`src/hdl/spz_pkg.sv`:
```
package spz_pkg;
    // ************************************************************
    // frame layout
    // ************************************************************
    localparam int SPZ_DATA_BITS = 8;
    localparam int SPZ_FRAME_BITS = 10;
    // ************************************************************
    // bit period, sampling and queue depth
    // ************************************************************
    localparam int SPZ_OVERSAMPLE = 16;
    localparam int SPZ_MID_SAMPLE = 7;
    localparam int SPZ_FIFO_DEPTH = 8;
    // ************************************************************
    // control register bit positions, buffer reset value and line levels
    // ************************************************************
    localparam int SPZ_CTL_TX_DONE = 1;
    localparam int SPZ_CTL_RX_NINTH = 2;
    localparam int SPZ_CTL_RX_EN = 4;
    localparam int SPZ_CTL_MODE = 7;
    localparam logic [7:0] SPZ_BUF_RESET = 8'h00;
    localparam logic SPZ_LINE_IDLE = 1'b1;
    localparam logic SPZ_START_LVL = 1'b0;
    localparam logic SPZ_STOP_LVL = 1'b1;
endpackage

```
`src/hdl/spz_stream_if.sv`:
```
`timescale 1ns/1ps
interface spz_stream_if #(
    parameter int WIDTH = 8
);
    logic [WIDTH-1:0] data;
    logic valid;
    logic ready;
    modport src (output data, output valid, input ready);
    modport dst (input data, input valid, output ready);
endinterface

```
`src/hdl/spz_serial_port_zero.sv`:
```
`timescale 1ns/1ps
module spz_serial_port_zero
    import spz_pkg::*;
(
    input wire logic clk,
    input wire logic rst_b,
    input wire logic baud_tick,
    input wire logic serial_in_pin,
    output logic serial_out_pin,
    input wire logic serial_frame_mode_select,
    input wire logic receive_enable_bit,
    input wire logic multiprocessor_check_enable,
    input wire logic irq_enable,
    input wire logic buf_wr,
    input wire logic [SPZ_DATA_BITS-1:0] buf_wdata,
    output logic buf_wr_ready,
    input wire logic tx_done_clr,
    input wire logic rx_done_clr,
    output logic [SPZ_DATA_BITS-1:0] serial_buffer,
    output logic received_ninth_bit,
    output logic transmit_done_flag,
    output logic receive_done_flag,
    output logic tx_busy,
    output logic rx_overrun,
    output logic irq
);
    // ************************************************************
    // input synchronisers
    // ************************************************************
    logic rx_s1_q;
    logic rx_s2_q;
    logic tx_pin_q;
    always_ff @(posedge clk) begin
        if (!rst_b) begin
            rx_s1_q <= SPZ_LINE_IDLE;
            rx_s2_q <= SPZ_LINE_IDLE;
        end else begin
            rx_s1_q <= serial_in_pin;
            rx_s2_q <= rx_s1_q;
        end
    end

    // 9-bit mode is not built; transmit is held off while it is selected
    wire mode8 = (serial_frame_mode_select == 1'b0);

    // ************************************************************
    // transmit queue
    // ************************************************************
    spz_stream_if #(.WIDTH(SPZ_DATA_BITS)) q_in ();
    spz_stream_if #(.WIDTH(SPZ_DATA_BITS)) q_out ();
    assign q_in.data = buf_wdata;
    assign q_in.valid = buf_wr;

    spz_fifo #(
        .WIDTH(SPZ_DATA_BITS),
        .DEPTH(SPZ_FIFO_DEPTH)
    ) u_txq (
        .clk(clk),
        .rst_b(rst_b),
        .wr(q_in),
        .rd(q_out)
    );

    // ************************************************************
    // transmitter
    // ************************************************************
    typedef enum logic [1:0] {
        SPZ_TX_IDLE = 2'b00,
        SPZ_TX_START = 2'b01,
        SPZ_TX_DATA = 2'b10,
        SPZ_TX_STOP = 2'b11
    } spz_tx_e;
    spz_tx_e tx_st_q;
    logic [3:0] tx_os_q;
    logic [3:0] tx_bit_q;
    logic [SPZ_DATA_BITS-1:0] tx_sh_q;
    logic tx_stop_edge_q;
    logic tx_busy_q;
    logic ready_q;
    wire tx_bit_end = baud_tick && (tx_os_q == 4'(SPZ_OVERSAMPLE - 1));
    wire tx_last = (tx_bit_q == 4'(SPZ_DATA_BITS - 1));
    wire tx_load = (tx_st_q == SPZ_TX_IDLE) && q_out.valid && mode8;
    assign q_out.ready = tx_load;

    always_ff @(posedge clk) begin
        if (!rst_b) begin
            tx_st_q <= SPZ_TX_IDLE;
            tx_os_q <= '0;
            tx_bit_q <= '0;
            tx_sh_q <= SPZ_BUF_RESET;
            tx_pin_q <= SPZ_LINE_IDLE;
            tx_stop_edge_q <= 1'b0;
        end else begin
            tx_stop_edge_q <= 1'b0;
            if (baud_tick) begin
                tx_os_q <= (tx_os_q == 4'(SPZ_OVERSAMPLE - 1)) ? '0 : tx_os_q + 1'b1;
            end
            case (tx_st_q)
                SPZ_TX_IDLE: begin
                    tx_pin_q <= SPZ_LINE_IDLE;
                    tx_os_q <= '0;
                    tx_bit_q <= '0;
                    if (tx_load) begin
                        tx_sh_q <= q_out.data;
                        tx_pin_q <= SPZ_START_LVL;
                        tx_st_q <= SPZ_TX_START;
                    end
                end
                SPZ_TX_START: begin
                    if (tx_bit_end) begin
                        tx_pin_q <= tx_sh_q[0];
                        tx_st_q <= SPZ_TX_DATA;
                    end
                end
                SPZ_TX_DATA: begin
                    if (tx_bit_end) begin
                        tx_bit_q <= tx_bit_q + 1'b1;
                        tx_sh_q <= {1'b0, tx_sh_q[SPZ_DATA_BITS-1:1]};
                        if (tx_last) begin
                            tx_pin_q <= SPZ_STOP_LVL;
                            tx_stop_edge_q <= 1'b1;
                            tx_st_q <= SPZ_TX_STOP;
                        end else begin
                            tx_pin_q <= tx_sh_q[1];
                        end
                    end
                end
                SPZ_TX_STOP: begin
                    if (tx_bit_end) begin
                        tx_st_q <= SPZ_TX_IDLE;
                    end
                end
                default: begin
                    tx_st_q <= SPZ_TX_IDLE;
                end
            endcase
        end
    end

    // ************************************************************
    // receiver
    // ************************************************************
    logic rx_done;
    logic [SPZ_DATA_BITS-1:0] rx_data;
    logic rx_stop;
    spz_bit_rx u_rx (
        .clk(clk),
        .rst_b(rst_b),
        .tick(baud_tick),
        .line(rx_s2_q),
        .enable(receive_enable_bit),
        .frame_done(rx_done),
        .frame_data(rx_data),
        .frame_stop(rx_stop)
    );

    // ************************************************************
    // acceptance and flags
    // ************************************************************
    logic [SPZ_DATA_BITS-1:0] buf_q;
    logic ninth_q;
    logic tdone_q;
    logic rdone_q;
    logic ovr_q;
    logic irq_q;
    wire stop_ok = !multiprocessor_check_enable || (rx_stop == SPZ_STOP_LVL);
    wire accept = rx_done && !rdone_q && stop_ok && mode8;
    wire overrun = rx_done && rdone_q;
    wire tdone_d = tx_stop_edge_q || (tdone_q && !tx_done_clr);
    wire rdone_d = accept || (rdone_q && !rx_done_clr);

    always_ff @(posedge clk) begin
        if (!rst_b) begin
            buf_q <= SPZ_BUF_RESET;
            ninth_q <= 1'b0;
        end else if (accept) begin
            buf_q <= rx_data;
            ninth_q <= rx_stop;
        end
        // refused frames leave buffer and ninth bit alone
    end

    always_ff @(posedge clk) begin
        if (!rst_b) begin
            tdone_q <= 1'b0;
            rdone_q <= 1'b0;
            ovr_q <= 1'b0;
            irq_q <= 1'b0;
            tx_busy_q <= 1'b0;
            ready_q <= 1'b0;
        end else begin
            // set wins over a clear in the same cycle
            tdone_q <= tdone_d;
            rdone_q <= rdone_d;
            ovr_q <= overrun || (ovr_q && !rx_done_clr);
            irq_q <= irq_enable && (tdone_d || rdone_d);
            tx_busy_q <= (tx_st_q != SPZ_TX_IDLE) || q_out.valid;
            ready_q <= q_in.ready;
        end
    end

    assign serial_out_pin = tx_pin_q;
    assign serial_buffer = buf_q;
    assign received_ninth_bit = ninth_q;
    assign transmit_done_flag = tdone_q;
    assign receive_done_flag = rdone_q;
    assign tx_busy = tx_busy_q;
    assign rx_overrun = ovr_q;
    assign irq = irq_q;
    // registered copy lags one cycle; a write on a just-filled queue is dropped
    assign buf_wr_ready = ready_q;
endmodule

```
`src/hdl/spz_fifo.sv`:
```
`timescale 1ns/1ps
module spz_fifo
    import spz_pkg::*;
#(
    parameter int WIDTH = 8,
    parameter int DEPTH = SPZ_FIFO_DEPTH
) (
    input wire logic clk,
    input wire logic rst_b,
    spz_stream_if.dst wr,
    spz_stream_if.src rd
);
    localparam int AW = $clog2(DEPTH);
    logic [WIDTH-1:0] mem_q [DEPTH];
    logic [AW-1:0] wp_q;
    logic [AW-1:0] rp_q;
    logic [AW:0] cnt_q;
    wire push = wr.valid && wr.ready;
    wire pop = rd.valid && rd.ready;
    wire [AW-1:0] wp_inc = (wp_q == AW'(DEPTH - 1)) ? '0 : wp_q + 1'b1;
    wire [AW-1:0] rp_inc = (rp_q == AW'(DEPTH - 1)) ? '0 : rp_q + 1'b1;

    // full and empty straight from the count
    assign wr.ready = (cnt_q != (AW + 1)'(DEPTH));
    assign rd.valid = (cnt_q != '0);
    assign rd.data = mem_q[rp_q];

    always_ff @(posedge clk) begin
        if (push) begin
            mem_q[wp_q] <= wr.data;
        end
    end

    always_ff @(posedge clk) begin
        if (!rst_b) begin
            wp_q <= '0;
            rp_q <= '0;
            cnt_q <= '0;
        end else begin
            if (push) begin
                wp_q <= wp_inc;
            end
            if (pop) begin
                rp_q <= rp_inc;
            end
            if (push && !pop) begin
                cnt_q <= cnt_q + 1'b1;
            end else if (pop && !push) begin
                cnt_q <= cnt_q - 1'b1;
            end
        end
    end
endmodule

```
`src/hdl/spz_bit_rx.sv`:
```
`timescale 1ns/1ps
module spz_bit_rx
    import spz_pkg::*;
(
    input wire logic clk,
    input wire logic rst_b,
    input wire logic tick,
    input wire logic line,
    input wire logic enable,
    output logic frame_done,
    output logic [SPZ_DATA_BITS-1:0] frame_data,
    output logic frame_stop
);
    // ************************************************************
    // oversampled frame receiver, line already synchronised
    // ************************************************************
    typedef enum logic [1:0] {
        SPZ_RX_IDLE = 2'b00,
        SPZ_RX_START = 2'b01,
        SPZ_RX_DATA = 2'b10,
        SPZ_RX_STOP = 2'b11
    } spz_rx_e;
    spz_rx_e st_q;
    logic [3:0] os_q;
    logic [3:0] bit_q;
    logic [SPZ_DATA_BITS-1:0] sh_q;
    logic done_q;
    logic stop_q;
    logic armed_q;
    wire mid = tick && (os_q == 4'(SPZ_MID_SAMPLE));
    wire last_bit = (bit_q == 4'(SPZ_DATA_BITS - 1));

    assign frame_done = done_q;
    assign frame_data = sh_q;
    assign frame_stop = stop_q;

    always_ff @(posedge clk) begin
        if (!rst_b) begin
            st_q <= SPZ_RX_IDLE;
            os_q <= '0;
            bit_q <= '0;
            sh_q <= SPZ_BUF_RESET;
            done_q <= 1'b0;
            stop_q <= SPZ_STOP_LVL;
            armed_q <= 1'b0;
        end else begin
            done_q <= 1'b0;
            if (tick) begin
                os_q <= (os_q == 4'(SPZ_OVERSAMPLE - 1)) ? '0 : os_q + 1'b1;
            end
            case (st_q)
                SPZ_RX_IDLE: begin
                    os_q <= '0;
                    bit_q <= '0;
                    // a zero stop bit must give way to idle line before a new start
                    if (line == SPZ_LINE_IDLE) begin
                        armed_q <= 1'b1;
                    end
                    // frames only begin while enabled
                    if (enable && armed_q && line == SPZ_START_LVL) begin
                        armed_q <= 1'b0;
                        st_q <= SPZ_RX_START;
                    end
                end
                SPZ_RX_START: begin
                    if (mid) begin
                        // glitch shorter than half a bit is dropped
                        st_q <= (line == SPZ_START_LVL) ? SPZ_RX_DATA : SPZ_RX_IDLE;
                    end
                end
                SPZ_RX_DATA: begin
                    if (mid) begin
                        sh_q <= {line, sh_q[SPZ_DATA_BITS-1:1]};
                        bit_q <= bit_q + 1'b1;
                        if (last_bit) begin
                            st_q <= SPZ_RX_STOP;
                        end
                    end
                end
                SPZ_RX_STOP: begin
                    if (mid) begin
                        stop_q <= line;
                        done_q <= 1'b1;
                        st_q <= SPZ_RX_IDLE;
                    end
                end
                default: begin
                    st_q <= SPZ_RX_IDLE;
                end
            endcase
        end
    end
endmodule

```
`config.mk`:
```
export PLATFORM = sky130hd
export DESIGN_NAME = spz_serial_port_zero
export DESIGN_NICKNAME = d
export VERILOG_FILES = /design/src/hdl/spz_pkg.sv /design/src/hdl/spz_stream_if.sv /design/src/hdl/spz_serial_port_zero.sv /design/src/hdl/spz_fifo.sv /design/src/hdl/spz_bit_rx.sv
export SDC_FILE = /design/constraint.sdc
export NUM_CORES = 1
export LEC_CHECK = 0
export BUFFER_PORTS_ARGS = -buffer_cell sky130_fd_sc_hd__clkbuf_2
export CAP_MARGIN = 15
export CORE_ASPECT_RATIO = 0.5
export CORE_MARGIN = 8
export CORE_UTILIZATION = 35
export CTS_CLUSTER_DIAMETER = 150
export DETAILED_ROUTE_END_ITERATION = 8
export HOLD_SLACK_MARGIN = 0.03
export PLACE_DENSITY_LB_ADDON = 0.05
export SYNTH_ARGS = -nofsm -noshare
export SYNTH_HDL_FRONTEND = slang
export SYNTH_SLANG_ARGS = --single-unit
```
`constraint.sdc`:
```
create_clock -name clk -period 2.3 [get_ports clk]
set_input_delay 0.115 -clock clk [delete_from_list [all_inputs] [get_ports clk]]
set_output_delay 0.115 -clock clk [all_outputs]
set_load 0.01 [all_outputs]
```
==> results.txt, run 1 <==
Metal-1 WL = 5320 um
# DRC = 0
#FFs+latches synth = 135
Total grt overflow = 0
Setup crit end kind = register
RSZ-0062 raised after global routing = false
Die width = 195 um
Die height = 106 um
Initial antenna violation count = 0
CTS tree = yes
Setup Skew = 0.00504 ns
Post-route ant nets = 0
CP Data Required Time = 2.64 ns
Max Root-Sink Buffers = 2
Via density = 4.82
Hold_sp = receive_enable_bit
Slowest CP cell = dfxtp_4
Most used cell, CP = mux2i_1
Post-detail-place hpwl = 7560 um
Max Slew Vio Count = 0
Synth cell count leaders = dfxtp_1, edfxtp_1, mux2i_1, nand2_1, nor2b_1
Row count = 32
Placed cell area = 0.00610 mm2
First-pass GRT wire length = 18,800 um
GRT Resource Usage Total = 11.6%
Placer congestion estimate = 0.784
Startpoint class of the critical path = register
R2r setup slk = 0.17 ns
Cell taking the most area after synthesis = edfxtp_1
Synth Warn # = 0
FMAX = 0.470 GHz
Number of port buffers = 34
Mean post-synth cell area = 13.1 um2
R2R cell count = 11
Hold Path Class = primary input to register
Seq pwr share = 39.2%
Crit path time final = 2.13 ns
Register area share after synthesis = 59.4%
Vias in the first global route = 3,621
Leakage = 2.63 nW
Setup violations, final = 0
Terminus of the critical flop-to-flop path = u_txq.cnt_q[3]
Largest net degree at the start of global routing = 32
Power density cells = 1050 mW/mm2
Logic pwr share = 21.9%
Clock latency on the worst-skew pair = 0.41 ns
Cell count after synthesis = 431
Met3 wire len = 375 um
Hold Path End = u_rx.armed_q
Crit-path max FO = 5
Fin crit share = 92.5%
Total power = 7.26 mW
Clock Power Share = 38.9%
Sw power = 1.97 mW
DR top layer = met4
Yosys cell types = 58
Worst Hold Depth = 4
Worst-Margin Slew = 0.640 ns
Drt first-iter violations = 102
Area Overhead vs Synth = 23.3%
Clock sinks = 135
Worst path arrival time = 2.47 ns
WS Path Type = register to register
Max-slew headroom = 57.2%
Switch share = 27.1%
Final nets = 539
Max H-tree Level = 4
Post-synth EDFFs = 64
DR WL met2 = 5530 um
CTS clk-pin slew, worst paths = 0.06 ns
Crit-path cells = nor4_4 > buf_4 > nor3b_4 > inv_1 > ha_2 > inv_2 > ha_1 > a21o_1 > a21oi_2 > mux2i_1 > mux2i_1
Number of antenna diodes = 0
P_int = 5.29 mW
Vias post-DR = 3,470
Core Area = 0.0156 mm2
Max capacitance violation total = 0
Origin of the critical flop-to-flop path = u_txq.cnt_q[1]
Final Hold Vio Count = 0
Root buffer cell = clkbuf_16
Synthesized net count = 467
Area contributors post-synth = edfxtp_1, dfxtp_1, mux2i_1, mux4_1, ha_1
Ys flop type = dfxtp_1
Cell area after synthesis = 0.00563 mm2
Post-synth top area share = 34.2%
Max VDD drop = 0.610 mV
Io pins = 35
Crit-path max cell delay = 0.37 ns
DR WL/cell = 15.7 um
Cts bufs inserted = 17
Ys async rst share = 0%
Die area = 0.0206 mm2
Top-count cell post-synth = dfxtp_1
Layout cells sized above 1 = 23.3%
Setup TNS = 0 ns
Drt pass-1 iters = 4
Final wirelength = 11,300 um
Starting Density = 36.1%
Outcome = completed
Cell area after layout = 0.00694 mm2
## registers in the layout, summed over array words and instances (netlist names), 2 cells and up, named ones only
register         flops
u_rx.frame_data      8
tx_bit_q             4
u_txq.mem_q         64
u_txq.rp_q           3
tx_os_q              4
tx_sh_q              8
u_txq.cnt_q          4
tx_st_q              2
serial_buffer        8
u_rx.os_q            4
u_txq.wp_q           3
u_rx.bit_q           4
## stage by stage
stage                     cells  hold WS [ns]  utilization (%)  setup WS [ns]
after floorplan             431         0.214                -         0.0109
after global placement      668         0.299             39.2         0.0246
after detailed placement    668         0.314             39.2       -0.00548
after CTS                   713        0.0351             44.0         0.0193
after global routing        720        0.0688             44.5         0.0116
final                       720        0.0448             44.5          0.173
## worst max-delay path, delay by kind of cell, from the launching register on
kind            cells  cell delay [ns]
simple gates        2             0.27
buf+inv             3             0.28
compound gates      2             0.29
flops               1             0.37
fa+ha+maj           2             0.44
mux                 2             0.41
## layer usage
layer / vias to the layer above / global-route usage, %
li1: 1736 / -
met1: 1680 / 14.0
met2: 41 / 19.3
met3: 13 / 3.84
met4: 0 / 4.20
met5: - / 0
## kinds of logic (layout without fill, tap and decap cells)
group,count (synthesis),in the layout,synth area share (%)
buf+inv,34,119,2.89
simple gates,127,127,12.5
fa+ha+maj,17,17,3.91
flops,135,135,59.4
xor+xnor,7,7,1.09
compound gates,65,65,7.89
mux,46,46,12.3
## timing repair
action | in CTS | in global routing
hold buffers | 13 | 0
endpoints found under the hold margin | 70 | 0
setup buffers | 0 | 7
pin swaps | 0 | 4
setup endpoints to repair | 1 | 1
gates resized for setup | 2 | 9
## power by group through the flow
stage	clock, mW	sequential (mW)	combinational, mW
4_1_cts	2.90	2.83	1.52
5_1_grt	3.01	2.87	1.77
6_report	2.83	2.84	1.59
3_3_place_gp	0	2.86	1.47
3_5_place_dp	0	2.87	1.50
2_1_floorplan	0	2.86	1.15
## cells in the final DEF (no fill, tap or decap), drive strengths merged, types with 4 or more instances in the layout
master / synthesis / final
mux4: 16 / 16
dlygate4sd3: 0 / 13
o21ai: 9 / 9
a22o: 7 / 7
nor2b: 24 / 24
nand3: 7 / 7
mux2i: 29 / 29
clkinv: 0 / 5
a21oi: 16 / 16
o22ai: 7 / 7
a21boi: 11 / 11
inv: 15 / 19
nor3: 10 / 10
nor2: 21 / 21
buf: 8 / 25
xnor2: 4 / 4
dfxtp: 71 / 71
and3: 5 / 5
nand2b: 11 / 11
clkbuf: 11 / 54
edfxtp: 64 / 64
nand2: 25 / 25
and2: 5 / 5
ha: 16 / 16
## area by class of cell
cell class	count	area, um2
multi-input combinational	262	2160
fill	1415	8640
clock buffer	20	489
timing repair buffer	72	488
clock inverter	12	135
inverter	15	56.3
tap	204	255
sequential	135	3350
## worst max-delay path by stage
stage / start / endpoint / slack [ns] / depth (start not counted)
after floorplan: tx_st_q[0] / u_txq.cnt_q[3] / 0.01 / 11
after global placement: u_txq.cnt_q[1] / u_txq.cnt_q[3] / 0.02 / 11
after detailed placement: u_txq.cnt_q[1] / u_txq.cnt_q[3] / -0.005 / 11
after CTS: u_txq.cnt_q[3] / u_txq.cnt_q[3] / 0.02 / 11
after global routing: u_txq.cnt_q[1] / u_txq.cnt_q[3] / 0.01 / 11
final: u_txq.cnt_q[1] / u_txq.cnt_q[3] / 0.17 / 11
Note: power is estimated with default switching activity, not from simulation.
==> run 2, diff against run 1 <==
--- a/config.mk
+++ b/config.mk
@@ -9,7 +9,7 @@
 export CAP_MARGIN = 15
 export CORE_ASPECT_RATIO = 0.5
 export CORE_MARGIN = 8
-export CORE_UTILIZATION = 35
+export CORE_UTILIZATION = 54
 export CTS_CLUSTER_DIAMETER = 150
 export DETAILED_ROUTE_END_ITERATION = 8
 export HOLD_SLACK_MARGIN = 0.03
==> results.txt, run 2 (synthesis gave the netlist of run 1 again) <==
Outcome = completed
Max Root-Sink Buffers = 2
Cell area after layout = 0.00683 mm2
First-pass GRT wire length = 18,000 um
Die width = 160 um
Largest net degree at the start of global routing = 30
Placed cell area = 0.00602 mm2
Placed Cells = 604
Setup crit end kind = register
Startpoint class of the critical path = register
Die area = 0.0141 mm2
Max capacitance violation total = 0
DR WL/cell = 16.7 um
Root buffer cell = clkbuf_16
Hold Path Class = primary input to register
Commonest non-fill, non-tap cell in the layout = dfxtp_1
Worst Hold Depth = 4
Final nets = 536
Number of antenna diodes = 0
# fillers = 724
Clock sinks = 135
# DRC = 0
R2R cell count = 11
Row count = 26
Non-filler cells, final = 653
Leakage = 2.59 nW
Slowest CP cell = dfxtp_4
Io pins = 35
Max H-tree Level = 4
Layout cells sized above 1 = 22.8%
Total power = 7.19 mW
Total grt overflow = 0
Max FFs per register = 64
Most used cell, CP = mux2i_1
Die height = 88.2 um
Max Slew Vio Count = 0
FMAX = 0.453 GHz
Top delay family on crit path = multiplexers
Setup Skew = 0.00828 ns
Core Area = 0.0102 mm2
Vias post-DR = 3,613
Drt first-iter violations = 155
Via density = 5.53
Area Overhead vs Synth = 21.3%
Number of port buffers = 34
CTS tree = yes
Initial antenna violation count = 0
WP buf/inv = 3
Final wirelength = 10,900 um
Cts bufs inserted = 17
CP Data Required Time = 2.63 ns
Crit-path cells = nor4_4 > buf_4 > nor3b_4 > inv_1 > ha_2 > inv_4 > ha_4 > a21o_1 > a21oi_2 > mux2i_1 > mux2i_1
Crit path time final = 2.21 ns
Final Hold Vio Count = 0
WS Path Type = register to register
Clock latency on the worst-skew pair = 0.41 ns
Worst-Margin Slew = 0.565 ns
GRT Resource Usage Total = 16.3%
Area of the multi-input gates = 0.00217 mm2
CTS clk-pin slew, worst paths = 0.06 ns
Drt pass-1 iters = 4
Crit. path cell count = 11
Power density cells = 1050 mW/mm2
Setup violations, final = 0
Post-route ant nets = 0
Post-detail-place hpwl = 7230 um
Vias in the first global route = 3,754
FF+latch area = 0.00335 mm2
Crit-path max FO = 4
Max VDD drop = 0.674 mV
Placer congestion estimate = 0.754
Max-slew headroom = 62.2%
Worst path arrival time = 2.53 ns
Crit-path max cell delay = 0.35 ns
Top reg by flops = u_txq.mem_q
Commonest cells after routing, fill and taps aside = dfxtp_1, edfxtp_1, clkbuf_2, mux2i_1, nand2_1
Fin crit share = 95.9%
Starting Density = 55.3%
## run 2: cell count changes in the layout (fill, tap and decap cells not counted), sizes merged
cell         before  now
clkbuf           54   51
buf              25   23
clkinvlp          1    4
dlygate4sd3      13   12
bufinv            2    3
inv              19   18
## run 2: final timing paths
check | to | from | slack, ns
max | u_txq.cnt_q[3] | u_txq.cnt_q[3] | 0.09
min | u_rx.armed_q | receive_enable_bit | 0.06
max reg2reg | u_txq.cnt_q[3] | u_txq.cnt_q[3] | 0.09
min reg2reg | rx_s2_q | rx_s1_q | 0.42
## run 2: cell type report
| cell class | instances | area share, % |
|---|---|---|
| clock buffer | 17 | 6.23 |
| clock inverter | 15 | 2.60 |
| inverter | 15 | 0.862 |
| multi-input combinational | 262 | 31.8 |
| sequential | 135 | 49.1 |
| tap | 140 | 2.57 |
| timing repair buffer | 69 | 6.78 |
## run 2: layer usage
| metal | routed length (um) | vias to the layer above | share of wire, % | track usage [%] |
|---|---|---|---|---|
| met1 | 4860 | 1782 | 45 | 18.5 |
| met2 | 5440 | 81 | 50 | 28.6 |
| met4 | 146 | 0 | 1.3 | 7.15 |
| li1 | - | 1732 | - | - |
| met5 | 0 | - | 0 | 0 |
| met3 | 451 | 18 | 4.1 | 4.88 |
## run 2: through the flow
step           hold slack [ns]  setup slack (ns)  utilization (%)  TNS [ns]
2_1_floorplan            0.214            0.0109                -         0
3_5_place_dp             0.311            -0.122             59.1    -0.122
4_1_cts                 0.0402           0.00546             66.3         0
3_3_place_gp             0.302            0.0242             59.1         0
5_1_grt                 0.0860           -0.0159             67.0   -0.0159
6_report                0.0611            0.0949             67.0         0
## run 2: worst reg2reg max path: cells and delay by family, from the launching register on
| kind | cells | cell delay [ns] |
|---|---|---|
| adder cells (fa/ha/maj) | 2 | 0.40 |
| AND/OR/NAND/NOR | 2 | 0.30 |
| AO/OA/AOI/OAI | 2 | 0.36 |
| multiplexers | 2 | 0.43 |
| flip-flops | 1 | 0.35 |
| buffers and inverters | 3 | 0.29 |
## run 2: power by group
group / internal, mW / switching [mW] / total (mW)
sequential: 2.72 / 0.128 / 2.85
clock: 1.71 / 1.02 / 2.73
combinational: 0.797 / 0.815 / 1.61
## run 2: repair_timing
action                                  4_1_cts  5_1_grt
buffers inserted                              0        5
gates resized for setup                       5        8
hold buffers                                 12        0
pin swaps                                     0        3
endpoints found under the setup margin        1        1
endpoints found under the hold margin        69        0
